===== src/hw/stream_port_cfg.svh =====
`ifndef STREAM_PORT_CFG_SVH
`define STREAM_PORT_CFG_SVH

// ----------------------------------------------------------------
// Register map (word aligned byte offsets)
// ----------------------------------------------------------------
`define REG_PORT_A_CTRL 8'h00
`define REG_PORT_B_CTRL 8'h04
`define REG_PORT_A_STATUS 8'h08
`define REG_PORT_B_STATUS 8'h0C
`define REG_RX_ADD_A 8'h10
`define REG_RX_ADD_B 8'h14

// ----------------------------------------------------------------
// Control field positions
// ----------------------------------------------------------------
`define CTRL_SYNC_EN 0
`define CTRL_SYNC_POL 1
`define CTRL_RW_POL 2
`define CTRL_AV_POL 3
`define CTRL_EN_POL 4
`define CTRL_SINGLE 5
`define CTRL_WIDTH 6
`define CTRL_RESET 6'h00

// ----------------------------------------------------------------
// Timing and buffer sizes
// ----------------------------------------------------------------
`define CLK_PERIOD_PS 5000
`define MAX_BYTE_RATE_MBPS 27
`define BUF_COUNT 8
`define BUF_DEPTH 16

`endif


===== src/hw/stream_port_pkg.sv =====
package stream_port_pkg;
    // Control register fields for one port
    typedef struct packed {
        logic single_stream;
        logic en_pol;
        logic av_pol;
        logic rw_pol;
        logic sync_pol;
        logic sync_en;
    } port_ctrl_t;

    // Pin group of one port, device view
    typedef struct packed {
        logic [7:0] data_out;
        logic data_oe;
        logic sync_out;
        logic sync_oe;
        logic avail;
    } port_pins_out_t;
endpackage : stream_port_pkg


===== src/hw/stream_data_ports.sv =====
`timescale 1ns/1ps
`include "stream_port_cfg.svh"
// Function
// - Bidirectional byte bus, bit 7 MSB
// - Two independent identical ports
// - Three-bit address selects internal buffer
// - Single-stream mode ignores buffer address
// - Transfers timed to rising port clock
// - Sustain 27 MB/s in byte mode
// - Device drives sync on receive
// - Sync polarity programmable, default high
// - Default configuration leaves sync unused
// - Read/write polarity programmable, high read
// - Available flags full packet, programmable
// - Reset is active low
// - Enable qualifies transfers, programmable polarity

// ----------------------------------------------------------------
// One port engine: buffers, pin sampling and bus slave data
// ----------------------------------------------------------------
module stream_port_engine
    import stream_port_pkg::*;
#(
    parameter int NBUF = `BUF_COUNT,
    parameter int DEPTH = `BUF_DEPTH
) (
    input wire logic clk, // System clock
    input wire logic arst_n, // Async reset, active low
    input wire port_ctrl_t ctrl, // Port configuration
    input wire logic port_clock, // Host port clock pin
    input wire logic [7:0] data_in, // Data bus input
    input wire logic [2:0] buffer_select, // Buffer address pins
    input wire logic read_write, // Read/write pin
    input wire logic access_enable, // Access enable pin
    input wire logic sync_in, // Sync pin input
    input wire logic rx_push, // Load one receive byte
    input wire logic [7:0] rx_byte, // Receive byte value
    input wire logic [2:0] rx_buf, // Receive buffer target
    input wire logic rx_last, // Last byte of packet
    output port_pins_out_t pins, // Pin drive group
    output logic [7:0] tx_byte, // Last byte taken from host
    output logic tx_valid, // Pulse on host write
    output logic tx_sync, // Sync seen with write
    output logic [7:0] pkt_ready // Full packet per buffer
);
    localparam int AW = $clog2(DEPTH);

    // ------------------------------------------------------------
    // Pin synchronisers, two flops each
    // ------------------------------------------------------------
    logic [14:0] sync1; // First stage, feeds only sync2
    logic [14:0] sync2; // Second stage, usable
    logic clk_d; // Previous synced port clock

    // Capture pins into the system clock domain
    always_ff @(posedge clk or negedge arst_n) begin
        if (!arst_n) begin
            sync1 <= 15'h0000;
            sync2 <= 15'h0000;
            clk_d <= 1'b0;
        end else begin
            sync1 <= {port_clock, data_in, buffer_select, read_write, access_enable, sync_in};
            sync2 <= sync1;
            clk_d <= sync2[14];
        end
    end

    // ------------------------------------------------------------
    // Decoded pin meaning after polarity
    // ------------------------------------------------------------
    // A polarity bit of zero keeps the pin active high, so reset gives the defaults
    wire port_rise = sync2[14] & ~clk_d;
    wire [7:0] s_data = sync2[13:6];
    wire [2:0] s_sel = sync2[5:3];
    wire is_read = sync2[2] ^ ctrl.rw_pol;
    wire enabled = sync2[1] ^ ctrl.en_pol;
    wire sync_act = sync2[0] ^ ctrl.sync_pol;
    wire [2:0] sel = ctrl.single_stream ? 3'h0 : s_sel;
    wire do_write = port_rise & enabled & ~is_read;
    wire do_read = port_rise & enabled & is_read;

    // ------------------------------------------------------------
    // Receive buffers: one array per buffer, written by link side
    // ------------------------------------------------------------
    logic [7:0] mem [NBUF][DEPTH]; // Receive storage
    logic [AW-1:0] wr_ptr [NBUF]; // Link write pointers
    logic [AW-1:0] rd_ptr [NBUF]; // Host read pointers
    logic [DEPTH-1:0] last_mark [NBUF]; // End of packet marks, one row per buffer
    logic [3:0] pkts [NBUF]; // Complete packets held

    genvar g;
    generate
        for (g = 0; g < NBUF; g++) begin : gen_buf
            wire push = rx_push & (rx_buf == 3'(g));
            wire pop = do_read & (sel == 3'(g)) & (pkts[g] != 4'h0);
            wire pop_last = pop & last_mark[g][rd_ptr[g]];
            // Store received bytes and track packet count
            always_ff @(posedge clk or negedge arst_n) begin
                if (!arst_n) begin
                    wr_ptr[g] <= '0;
                    rd_ptr[g] <= '0;
                    pkts[g] <= 4'h0;
                end else begin
                    if (push) begin
                        wr_ptr[g] <= wr_ptr[g] + 1'b1;
                    end
                    if (pop) begin
                        rd_ptr[g] <= rd_ptr[g] + 1'b1;
                    end
                    // A packet end arriving and one consumed in the same cycle cancel out
                    pkts[g] <= pkts[g] + 4'(push & rx_last) - 4'(pop_last);
                end
            end
            // Data store has no reset, saves area
            always_ff @(posedge clk) begin
                if (push) begin
                    mem[g][wr_ptr[g]] <= rx_byte;
                    last_mark[g][wr_ptr[g]] <= rx_last;
                end
            end
            assign pkt_ready[g] = (pkts[g] != 4'h0);
        end
    endgenerate

    // ------------------------------------------------------------
    // Host facing outputs, all from flops
    // ------------------------------------------------------------
    wire [7:0] rd_byte = mem[sel][rd_ptr[sel]];
    wire rd_first = (rd_ptr[sel] == '0) | last_mark[sel][rd_ptr[sel] - 1'b1];
    wire rd_mark = ctrl.sync_en & rd_first & pkt_ready[sel];

    // Drive data, sync, availability; capture host writes
    always_ff @(posedge clk or negedge arst_n) begin
        if (!arst_n) begin
            pins <= '0;
            tx_byte <= 8'h00;
            tx_valid <= 1'b0;
            tx_sync <= 1'b0;
        end else begin
            pins.data_oe <= enabled & is_read;
            pins.sync_oe <= ctrl.sync_en & enabled & is_read;
            pins.avail <= pkt_ready[sel] ^ ctrl.av_pol;
            if (do_read) begin
                pins.data_out <= rd_byte;
                pins.sync_out <= rd_mark ^ ctrl.sync_pol;
            end
            tx_valid <= do_write;
            if (do_write) begin
                tx_byte <= s_data;
                tx_sync <= ctrl.sync_en & sync_act;
            end
        end
    end
endmodule : stream_port_engine

// ----------------------------------------------------------------
// Top: two ports plus Avalon-MM register slave
// ----------------------------------------------------------------
module stream_data_ports
    import stream_port_pkg::*;
(
    input wire logic clk, // 200 MHz system clock
    input wire logic arst_n, // Async reset, active low
    input wire logic [7:0] avs_address, // Byte address
    input wire logic avs_read, // Read request
    input wire logic avs_write, // Write request
    input wire logic [31:0] avs_writedata, // Write data
    input wire logic [3:0] avs_byteenable, // Byte lanes
    output logic [31:0] avs_readdata, // Read data
    output logic avs_waitrequest, // Stall
    input wire logic port_a_clock, // Port A host clock
    input wire logic [7:0] port_a_data_bus_in, // Port A bus in
    output logic [7:0] port_a_data_bus_out, // Port A bus out
    output logic port_a_data_bus_oe, // Port A bus drive
    input wire logic [2:0] port_a_buffer_select, // Port A address
    input wire logic port_a_read_write, // Port A direction
    input wire logic port_a_access_enable, // Port A enable
    input wire logic port_a_packet_sync_in, // Port A sync in
    output logic port_a_packet_sync_out, // Port A sync out
    output logic port_a_packet_sync_oe, // Port A sync drive
    output logic port_a_data_available, // Port A available
    input wire logic port_b_clock, // Port B host clock
    input wire logic [7:0] port_b_data_bus_in, // Port B bus in
    output logic [7:0] port_b_data_bus_out, // Port B bus out
    output logic port_b_data_bus_oe, // Port B bus drive
    input wire logic [2:0] port_b_buffer_select, // Port B address
    input wire logic port_b_read_write, // Port B direction
    input wire logic port_b_access_enable, // Port B enable
    input wire logic port_b_packet_sync_in, // Port B sync in
    output logic port_b_packet_sync_out, // Port B sync out
    output logic port_b_packet_sync_oe, // Port B sync drive
    output logic port_b_data_available // Port B available
);
    // ------------------------------------------------------------
    // Registers
    // ------------------------------------------------------------
    port_ctrl_t ctrl_a; // Port A configuration
    port_ctrl_t ctrl_b; // Port B configuration
    port_pins_out_t pins_a; // Port A pin drive
    port_pins_out_t pins_b; // Port B pin drive
    logic [7:0] tx_a, tx_b; // Host write bytes
    logic tv_a, tv_b; // Host write pulses
    logic ts_a, ts_b; // Host sync markers
    logic [7:0] rdy_a, rdy_b; // Packet ready per buffer
    logic [7:0] last_tx_a, last_tx_b; // Status copy of writes
    logic mark_a, mark_b; // Block mark seen with last write
    logic ack; // One cycle answer

    // ------------------------------------------------------------
    // Bus decode
    // ------------------------------------------------------------
    wire req = (avs_read | avs_write) & ~ack;
    // Writes land only in the answer cycle, when waitrequest is low
    wire wr = avs_write & ack & avs_byteenable[0];
    wire sel_ca = avs_address == `REG_PORT_A_CTRL;
    wire sel_cb = avs_address == `REG_PORT_B_CTRL;
    wire sel_sa = avs_address == `REG_PORT_A_STATUS;
    wire sel_sb = avs_address == `REG_PORT_B_STATUS;
    wire sel_ra = avs_address == `REG_RX_ADD_A;
    wire sel_rb = avs_address == `REG_RX_ADD_B;
    wire push_a = wr & sel_ra;
    wire push_b = wr & sel_rb;
    // One wait cycle, then the answer; unmapped reads give zero
    assign avs_waitrequest = (avs_read | avs_write) & ~ack;
    wire [31:0] rd_mux = sel_ca ? {26'h0, ctrl_a} :
                         sel_cb ? {26'h0, ctrl_b} :
                         sel_sa ? {15'h0, mark_a, last_tx_a, rdy_a} :
                         sel_sb ? {15'h0, mark_b, last_tx_b, rdy_b} : 32'h0000_0000;

    // Bus handshake and control writes
    always_ff @(posedge clk or negedge arst_n) begin
        if (!arst_n) begin
            ack <= 1'b0;
            avs_readdata <= 32'h0000_0000;
            ctrl_a <= `CTRL_RESET;
            ctrl_b <= `CTRL_RESET;
        end else begin
            ack <= req;
            if (req & avs_read) begin
                avs_readdata <= rd_mux;
            end
            if (wr & sel_ca) begin
                ctrl_a <= avs_writedata[`CTRL_WIDTH-1:0];
            end
            if (wr & sel_cb) begin
                ctrl_b <= avs_writedata[`CTRL_WIDTH-1:0];
            end
        end
    end

    // Keep last host byte for software
    always_ff @(posedge clk or negedge arst_n) begin
        if (!arst_n) begin
            last_tx_a <= 8'h00;
            last_tx_b <= 8'h00;
            mark_a <= 1'b0;
            mark_b <= 1'b0;
        end else begin
            if (tv_a) last_tx_a <= tx_a;
            if (tv_b) last_tx_b <= tx_b;
            if (tv_a) mark_a <= ts_a;
            if (tv_b) mark_b <= ts_b;
        end
    end

    // ------------------------------------------------------------
    // Two identical independent ports
    // ------------------------------------------------------------
    stream_port_engine u_port_a (
        .clk(clk), .arst_n(arst_n), .ctrl(ctrl_a),
        .port_clock(port_a_clock), .data_in(port_a_data_bus_in),
        .buffer_select(port_a_buffer_select), .read_write(port_a_read_write),
        .access_enable(port_a_access_enable), .sync_in(port_a_packet_sync_in),
        .rx_push(push_a), .rx_byte(avs_writedata[7:0]),
        .rx_buf(avs_writedata[10:8]), .rx_last(avs_writedata[11]),
        .pins(pins_a), .tx_byte(tx_a), .tx_valid(tv_a), .tx_sync(ts_a),
        .pkt_ready(rdy_a)
    );
    stream_port_engine u_port_b (
        .clk(clk), .arst_n(arst_n), .ctrl(ctrl_b),
        .port_clock(port_b_clock), .data_in(port_b_data_bus_in),
        .buffer_select(port_b_buffer_select), .read_write(port_b_read_write),
        .access_enable(port_b_access_enable), .sync_in(port_b_packet_sync_in),
        .rx_push(push_b), .rx_byte(avs_writedata[7:0]),
        .rx_buf(avs_writedata[10:8]), .rx_last(avs_writedata[11]),
        .pins(pins_b), .tx_byte(tx_b), .tx_valid(tv_b), .tx_sync(ts_b),
        .pkt_ready(rdy_b)
    );

    assign port_a_data_bus_out = pins_a.data_out;
    assign port_a_data_bus_oe = pins_a.data_oe;
    assign port_a_packet_sync_out = pins_a.sync_out;
    assign port_a_packet_sync_oe = pins_a.sync_oe;
    assign port_a_data_available = pins_a.avail;
    assign port_b_data_bus_out = pins_b.data_out;
    assign port_b_data_bus_oe = pins_b.data_oe;
    assign port_b_packet_sync_out = pins_b.sync_out;
    assign port_b_packet_sync_oe = pins_b.sync_oe;
    assign port_b_data_available = pins_b.avail;
endmodule : stream_data_ports


===== config.mk =====
export PLATFORM = sky130hd
export DESIGN_NAME = stream_data_ports
export DESIGN_NICKNAME = d
export VERILOG_FILES = /design/src/hw/stream_port_pkg.sv /design/src/hw/stream_data_ports.sv
export VERILOG_INCLUDE_DIRS = /design/src /design/src/hw
export SDC_FILE = /design/constraint.sdc
export NUM_CORES = 2
export LEC_CHECK = 0
export BUFFER_PORTS_ARGS = -buffer_cell sky130_fd_sc_hd__buf_4
export CORE_ASPECT_RATIO = 1.5
export CORE_MARGIN = 8
export CORE_UTILIZATION = 63
export CTS_CLUSTER_DIAMETER = 150
export CTS_CLUSTER_SIZE = 20
export DETAILED_ROUTE_END_ITERATION = 12
export PLACE_DENSITY = 0.8
export SLEW_MARGIN = 20
export SYNTH_ARGS = -nofsm -noshare
export SYNTH_HDL_FRONTEND = slang
export SYNTH_HIERARCHICAL = 1
export SYNTH_SLANG_ARGS = --single-unit

===== constraint.sdc =====
create_clock -name clk -period 5 [get_ports clk]
set_clock_uncertainty 0.15 [all_clocks]
set_input_delay 0.5 -clock clk [delete_from_list [all_inputs] [get_ports clk]]
set_output_delay 0.5 -clock clk [all_outputs]
set_load 0.005 [all_outputs]

# Word-level counts from Yosys, hierarchy flattened

Memories as Yosys holds them, arrays and structs flattened.
Cells that the tools add are included.

Register bits: 361
Latch bits: 0
Bits in writable memories: 2304
Memory bits (read-only): 0
Bits of input ports: 78
Output and inout port bits: 57
Word-level logic and storage cells: 754
Memories kept: 4

Memories:

| memory             | words | width | rd ports | clocked after Yosys merged registers in | write ports | line                    | RTL |
|---|---|---|---|---|---|---|---|
| u_port_a.mem       | 8     | 128   | 1        | 0                                       | 1           | stream_data_ports.sv:85 | `logic [7:0] mem [NBUF][DEPTH];` |
| u_port_b.mem       | 8     | 128   | 1        | 0                                       | 1           | stream_data_ports.sv:85 |  |
| u_port_a.last_mark | 8     | 16    | 9        | 0                                       | 1           | stream_data_ports.sv:88 | `logic [DEPTH-1:0] last_mark [NBUF];` |
| u_port_b.last_mark | 8     | 16    | 9        | 0                                       | 1           | stream_data_ports.sv:88 |  |

Add/sub/neg operators: 66
Multiply operators: 0
Div/mod/pow operators: 0
Order comparisons: 88
Equal/unequal tests: 26
Shift-type cells: 0
Mux-type cells: 254
Bitwise logic cells: 146
Reduce and logical (&&, ||, !) cells: 82

Operators with widths:

| cell                                                               | count |
|---|---|
| two-way mux 128 bit                                                | 44 |
| OR reduction 128 bit                                               | 14 |
| two-way mux 16 bit                                                 | 44 |
| demux 8 bit (select 4 bit)                                         | 16 |
| OR reduction 16 bit                                                | 14 |
| < comparator 4 x 5 -> 1 bit (second input constant)                | 34 |
| two-way mux 8 bit                                                  | 20 |
| adder 4 x 1 -> 4 bit (second input constant)                       | 32 |
| AND 1 bit                                                          | 108 |
| greater-or-equal comparator 5 bit (second input constant)          | 18 |
| two-way mux 3 bit                                                  | 30 |
| inverter 4 -> 5 bit                                                | 18 |
| < comparator 5 x 1 -> 1 bit (second input constant)                | 16 |
| binary-select mux 1 bit (select 4 bit)                             | 18 |
| two-way mux 17 bit                                                 | 4 |
| adder 4 bit                                                        | 16 |
| binary-select mux 8 bit (select 4 bit)                             | 2 |
| demux 1 bit (select 4 bit)                                         | 16 |
| greater-or-equal comparator 4 x 1 -> 1 bit (second input constant) | 16 |
| nonzero test 4 bit                                                 | 16 |
| subtractor 4 x 1 -> 4 bit                                          | 16 |
| two-way mux 1 bit                                                  | 52 |
| equality test 3 bit (second input constant)                        | 12 |
| logical AND 1 bit                                                  | 32 |
| other kinds (18)                                                   | 54 |

# Depth between registers and ports, before layout

Depth after elaboration: 14
Gate-level depth with buffers: 20
Depth with buffers taken out: 14

# Modules after synthesis

The synthesis kept the hierarchy.

By module, submodules not included:

| module                        | instances | cells each | area an instance (µm²) | seq. area each (µm²) |
|---|---|---|---|---|
| stream_port_engine (u_port_b) | 1         | 3713       | 54624.9                | 38321.8 |
| stream_port_engine (u_port_a) | 1         | 3595       | 54403.4                | 38321.8 |
| stream_data_ports             | 1         | 167        | 2292.2                 | 1201.2 |

# Worst setup path after synthesis

OpenSTA, ideal clock, no wires.

Path type: flip-flop to flip-flop
Start point: register u_port_a/rd_ptr[0] (netlist name)
End point: register u_port_a/pins[2] (netlist name)
Setup time: 0.132 ns
Arrival: 3.757 ns
Data required time: 4.718 ns
Setup slack: 0.961 ns
Stages on the path, launching flop included: 19
Path buffers: 5
Period minus slack after synthesis: 4.039 ns
Cell sequence: dfrtp_1 clkbuf_1 mux4_2 nand2_1 o21ai_1 buf_2 inv_2 buf_1 clkbuf_1 ha_1 and3_1 a22oi_1 and2_4 buf_6 mux2_4 o32a_1 a211oi_2 xnor2_1 o21ai_1

Word-level cells in the longest chain between the ends: 10
Elaborated cells on any way between the ends: 11
Those cells by class: add/sub (1); mux (5); bitwise (4); reduce/logical (1)

RTL lines:

| element                                                 | line                     | RTL |
|---|---|---|
| start: declaration                                      | stream_data_ports.sv:87  | `logic [AW-1:0] rd_ptr [NBUF];` |
| start signal: indexed assignment                        | stream_data_ports.sv:108 | `rd_ptr[g] <= rd_ptr[g] + 1'b1;` |
| binary-select mux 4 bit (select 3 bit) *                | stream_data_ports.sv:129 | `wire rd_first = (rd_ptr[sel] == '0) \| last_mark[sel][rd_ptr[sel] - 1'b1];` |
| two-way mux 4 bit (implied by the code) * (2 in series) | stream_data_ports.sv:129 |  |
| subtractor 4 x 1 -> 4 bit                               | stream_data_ports.sv:129 |  |
| binary-select mux 1 bit (select 4 bit)                  | stream_data_ports.sv:129 |  |
| two-way mux 1 bit (implied by the code)                 | stream_data_ports.sv:129 |  |
| OR 1 bit *                                              | stream_data_ports.sv:129 |  |
| AND 1 bit * (2 in series)                               | stream_data_ports.sv:130 | `wire rd_mark = ctrl.sync_en & rd_first & pkt_ready[sel];` |
| XOR 1 bit *                                             | stream_data_ports.sv:145 | `pins.sync_out <= rd_mark ^ ctrl.sync_pol;` |
| end: declaration                                        | stream_data_ports.sv:40  | `output port_pins_out_t pins,` |

Every way passes the cells marked *; elsewhere a longest branch is shown, timed or not. The select of a mux whose other input is x is not followed.
A chain may end at the register's enable or synchronous reset.

# Worst setup path in the final report

Start point: register u_port_b.sync2[4]
End point: register u_port_b/pins[2] (netlist name)

Word-level cells in the longest chain between the ends: 12
Elaborated cells on any way between the ends: 16
Those cells by class: add/sub (1); mux (8); bitwise (5); reduce/logical (1); memory (1)

RTL lines:

| element                                               | line                     | RTL |
|---|---|---|
| start: declaration                                    | stream_data_ports.sv:52  | `logic [14:0] sync2;` |
| start signal: assignment                              | stream_data_ports.sv:63  | `sync2 <= sync1;` |
| two-way mux 3 bit *                                   | stream_data_ports.sv:78  | `wire [2:0] sel = ctrl.single_stream ? 3'h0 : s_sel;` |
| inverter 3 -> 4 bit (implied by the code)             | stream_data_ports.sv:129 |  |
| binary-select mux 4 bit (select 3 bit)                | stream_data_ports.sv:129 |  |
| two-way mux 4 bit (implied by the code) (2 in series) | stream_data_ports.sv:129 |  |
| subtractor 4 x 1 -> 4 bit                             | stream_data_ports.sv:129 |  |
| binary-select mux 1 bit (select 4 bit)                | stream_data_ports.sv:129 |  |
| two-way mux 1 bit (implied by the code)               | stream_data_ports.sv:129 |  |
| OR 1 bit                                              | stream_data_ports.sv:129 |  |
| AND 1 bit                                             | stream_data_ports.sv:130 |  |
| AND 1 bit *                                           | stream_data_ports.sv:130 |  |
| XOR 1 bit *                                           | stream_data_ports.sv:145 |  |
| end: declaration                                      | stream_data_ports.sv:40  |  |

Marks and branches as above.

==> impl_metrics.toml <==
[final_layout]
post-route-cell-area_um2 = 120500
final_core_util_pct = 68.37
fillers = 11580
drive_gt1_share_pct = 14.54
nets = 7872
syn2layout_area_growth_pct = 8.202

[min_path]
hold_path_class = "primary input to flip-flop"
min_to = "u_port_a/mem[0][30]$_DFFE_PP_"
hold_path.startpoint = "avs_writedata[6]"
hold_depth = 1

[synthesis]
muxShareOfSynthArea_pct = 8.402
synth_top_family_by_area = "compound AO/OA/AOI/OAI gates"
synthSimpleGateAreaFrac_pct = 6.002
ys_seq_area_share_pct = 69.93
synth_xor_area_share_pct = 1.086
yosysWarnings = 6
syn_area_um2 = 111300
syn_inst = 7475
ys_types = 107
avgSynthCellArea_um2 = 14.89
synth_edf_count = 2304
ys_ff_latch = 2650
synth_compound_area_share_pct = 9.453
ys.flop_type = "edfxtp_1"
async_flop_share_pct = 13.06
synth_adder_area_share_pct = 2.131

[global_route]
grt_pass1_vias = 68680
grt_first_pass_wirelength_um = 456700
antenna_found_initial = 8
grt_use_total_pct = 32.54
grt_max_degree = 128
gr-total-overflow = 0

[die]
ios = 135
die_area_um2 = 190700
rows = 189
fp.dieH_um = 530.8
initial_utilization_pct = 63.19
core_area_um2 = 176200
die_x_um = 359.2

[power_and_ir_drop]
power.density_nw_per_um2 = 352.5
ir_worst_vdd_uv = 380.7
p_leak_uw = 0.04151

[sta]
worst_slack_ns = 0.1954
setup_violations = 0
holdWs_ns = 0.02205
rsz0062_at_grt = "false"
finalCritPeriodShare_pct = 96.09
timing.max_slew.rel_slack_pct = 9.615
final.setup.tns_ns = 0
final_max_slew_viol_count = 0
fin_crit_ns = 4.805
worst_pin_slew_ns = 1.352
hold_viol_final = 0
max_freq_mhz = 208.1

[flow_run]
cap_viol_max_count = 0

[placed_design]
placed_cell_area_um2 = 115700
portBuffers = 96
pre_cts_slack_ns = 0.3272
dp_hpwl_um = 209500
gp_congestion = 1.036

[route]
wl_per_cell_um = 31.65
dr.pass1.iters = 6
via_per_inst = 6.862
drtIter0Drc = 8225
drc_errors = 0
num_vias = 68680
wl_um = 316800
drtAntennaViolNets = 0

[worst_setup_path]
cp_slowest_cell = "o311ai_1"
endpoint_kind = "flip-flop"
reg2reg_from = "u_port_b/sync2[4]$_DFF_PN0_"
cp.arrival_ns = 5.37
worst-path-buf-inv = 2
crit_fanout = 31
slowest_delay_ns = 0.86
r2r_cells = 14
path_cells = "o21ba_2 -> o22ai_1 -> o21ai_4 -> clkinv_2 -> ha_1 -> a21boi_0 -> a22oi_4 -> and2_2 -> nor3_1 -> o221a_1 -> o311ai_1 -> buf_4 -> xor2_1 -> o21ai_1"
r2r_setup_slack_ns = 0.20
worstPathRequired_ns = 5.56
start_kind = "flip-flop"
crit_family = "compound AO/OA/AOI/OAI gates"
crit_type = "flip-flop to flip-flop"
r2r_end = "u_port_b/pins[2]$_DFFE_PN0N_"

[clock_tree]
clk_latency_ns = 0.84
path_clk_slew_ns = 0.08
htree_levels = 4
cts_made_buffers = 150
clockBufferDepth = 3
clock_sinks = 2650
cts-root-buf = "clkbuf_16"
cts_tree = "built"

[outcome]
status = "finished clean"
==> cell usage after synthesis (67+ instances only) <==
cell type,instances,area [µm²]
inv_1,175,656.9
dfrtp_1,346,8658
a211oi_1,67,503.0
o221ai_1,82,718.2
o21ai_0,228,1141
ha_1,164,2052
nor2_1,443,1663
xnor2_1,97,849.6
nand4_1,105,656.9
o211ai_1,174,1306
a21oi_1,449,2247
nand2_1,500,1877
buf_2,140,700.7
clkbuf_1,239,897.1
mux2_2,328,3694
nor3_1,90,450.4
a22oi_1,238,1787
mux4_2,101,2275
mux2i_1,321,3213
nand3_1,94,470.5
edfxtp_1,2304,69190
and2_1,88,550.5
==> worst max-delay path by stage <==
stage                                              start                      endpoint  slack, ns  depth (start not counted)
after CTS                    u_port_b/sync2[4]$_DFF_PN0_  u_port_b/pins[2]$_DFFE_PN0N_       0.32                         14
after floorplan           u_port_a/rd_ptr[0]$_DFFE_PN0P_  u_port_a/pins[2]$_DFFE_PN0N_       0.96                         18
after global placement       u_port_b/sync2[4]$_DFF_PN0_  u_port_b/pins[2]$_DFFE_PN0N_       0.34                         14
after detailed placement     u_port_b/sync2[4]$_DFF_PN0_  u_port_b/pins[2]$_DFFE_PN0N_       0.33                         14
after global routing         u_port_b/sync2[4]$_DFF_PN0_  u_port_b/pins[2]$_DFFE_PN0N_       0.22                         14
final                        u_port_b/sync2[4]$_DFF_PN0_  u_port_b/pins[2]$_DFFE_PN0N_       0.20                         14
==> power by group <==
| part | internal [µW] | total, µW | switching (µW) |
|---|---|---|---|
| Clock | 5710 | 12700 | 6990 |
| Combinational | 1800 | 4920 | 3130 |
| Sequential | 24400 | 24800 | 426 |
==> logic make-up after synthesis <==
| kind of cell | after synthesis |
|---|---|
| AOI/OAI and AO/OA | 1585 |
| DFF | 2650 |
| buffers and inverters | 708 |
| and+or+nand+nor | 1451 |
| muxes | 762 |
| xor gates and xnor gates | 138 |
| other | 1 |
| adders and majority gates | 180 |
==> stage by stage <==
step | total power [µW] | cells
2_1_floorplan | 28020 | 7489
3_3_place_gp | 29930 | 9715
3_5_place_dp | 30110 | 9715
4_1_cts | 42460 | 10000
5_1_grt | 43560 | 10010
6_report | 42460 | 10010
==> cell usage in the layout, fill, tap and decap left out, drive strengths merged, types with 15 or more instances in the layout <==
| cell type | n |
|---|---|
| a31oi | 57 |
| xnor2 | 97 |
| mux4 | 103 |
| nor2 | 443 |
| xor2 | 41 |
| a2bb2oi | 19 |
| a311oi | 28 |
| nand2 | 503 |
| o221ai | 82 |
| a221oi | 62 |
| mux2i | 321 |
| mux2 | 338 |
| o211ai | 174 |
| edfxtp | 2304 |
| a211oi | 68 |
| and3 | 20 |
| a21o | 23 |
| conb | 15 |
| dlygate4sd3 | 39 |
| buf | 459 |
| a22oi | 240 |
| nand3 | 94 |
| nand2b | 37 |
| fa | 16 |
| o22ai | 41 |
| nor2b | 15 |
| nand4 | 105 |
| clkbuf | 234 |
| a221o | 18 |
| o21ai | 238 |
| dfrtp | 346 |
| a21oi | 449 |
| o2111ai | 22 |
| and2 | 91 |
| inv | 188 |
| ha | 164 |
| nor3 | 91 |
==> timing repair <==
item / CTS / global route
gates resized for setup: 0 / 0
hold buffers: 39 / 0
hold endpoints to repair: 162 / 0
buffers inserted: 0 / 0
==> per-layer routing <==
layer  track usage [%]  routed length [µm]  vias up
li1                  -                   -    28860
met4             27.97               34020        4
met2             55.90              157400     4466
met3             4.055               24780     1164
met1             36.08              100500    34190
met5                 0                  21        -
==> cell type report <==
class	instances	area, µm²	share of cell area (%)
clock inverters	15	226.5	0.1880
repair buffers	500	4399	3.652
inverters	181	686.9	0.5703
multi-input cells	4131	30300	25.15
clock buffers	232	4083	3.389
well taps	2292	2868	2.381
flip-flops and latches	2650	77870	64.65
diodes	8	20.02	0.01662
==> sequential cells by signal (all words and copies together) (netlist names), 12 cells and up <==
| signal | cells |
|---|---|
| u_port_b/pkts | 32 |
| u_port_a/sync1 | 15 |
| u_port_a/last_mark | 128 |
| u_port_a/pins | 12 |
| u_port_b/pins | 12 |
| u_port_b/wr_ptr | 32 |
| u_port_a/sync2 | 15 |
| u_port_b/rd_ptr | 32 |
| u_port_b/mem | 1024 |
| u_port_a/wr_ptr | 32 |
| u_port_b/last_mark | 128 |
| u_port_a/mem | 1024 |
| avs_readdata | 17 |
| u_port_a/pkts | 32 |
| u_port_b/sync2 | 15 |
| u_port_a/rd_ptr | 32 |
| u_port_b/sync1 | 15 |
No activity file was read; power rests on OpenSTA's default activity.
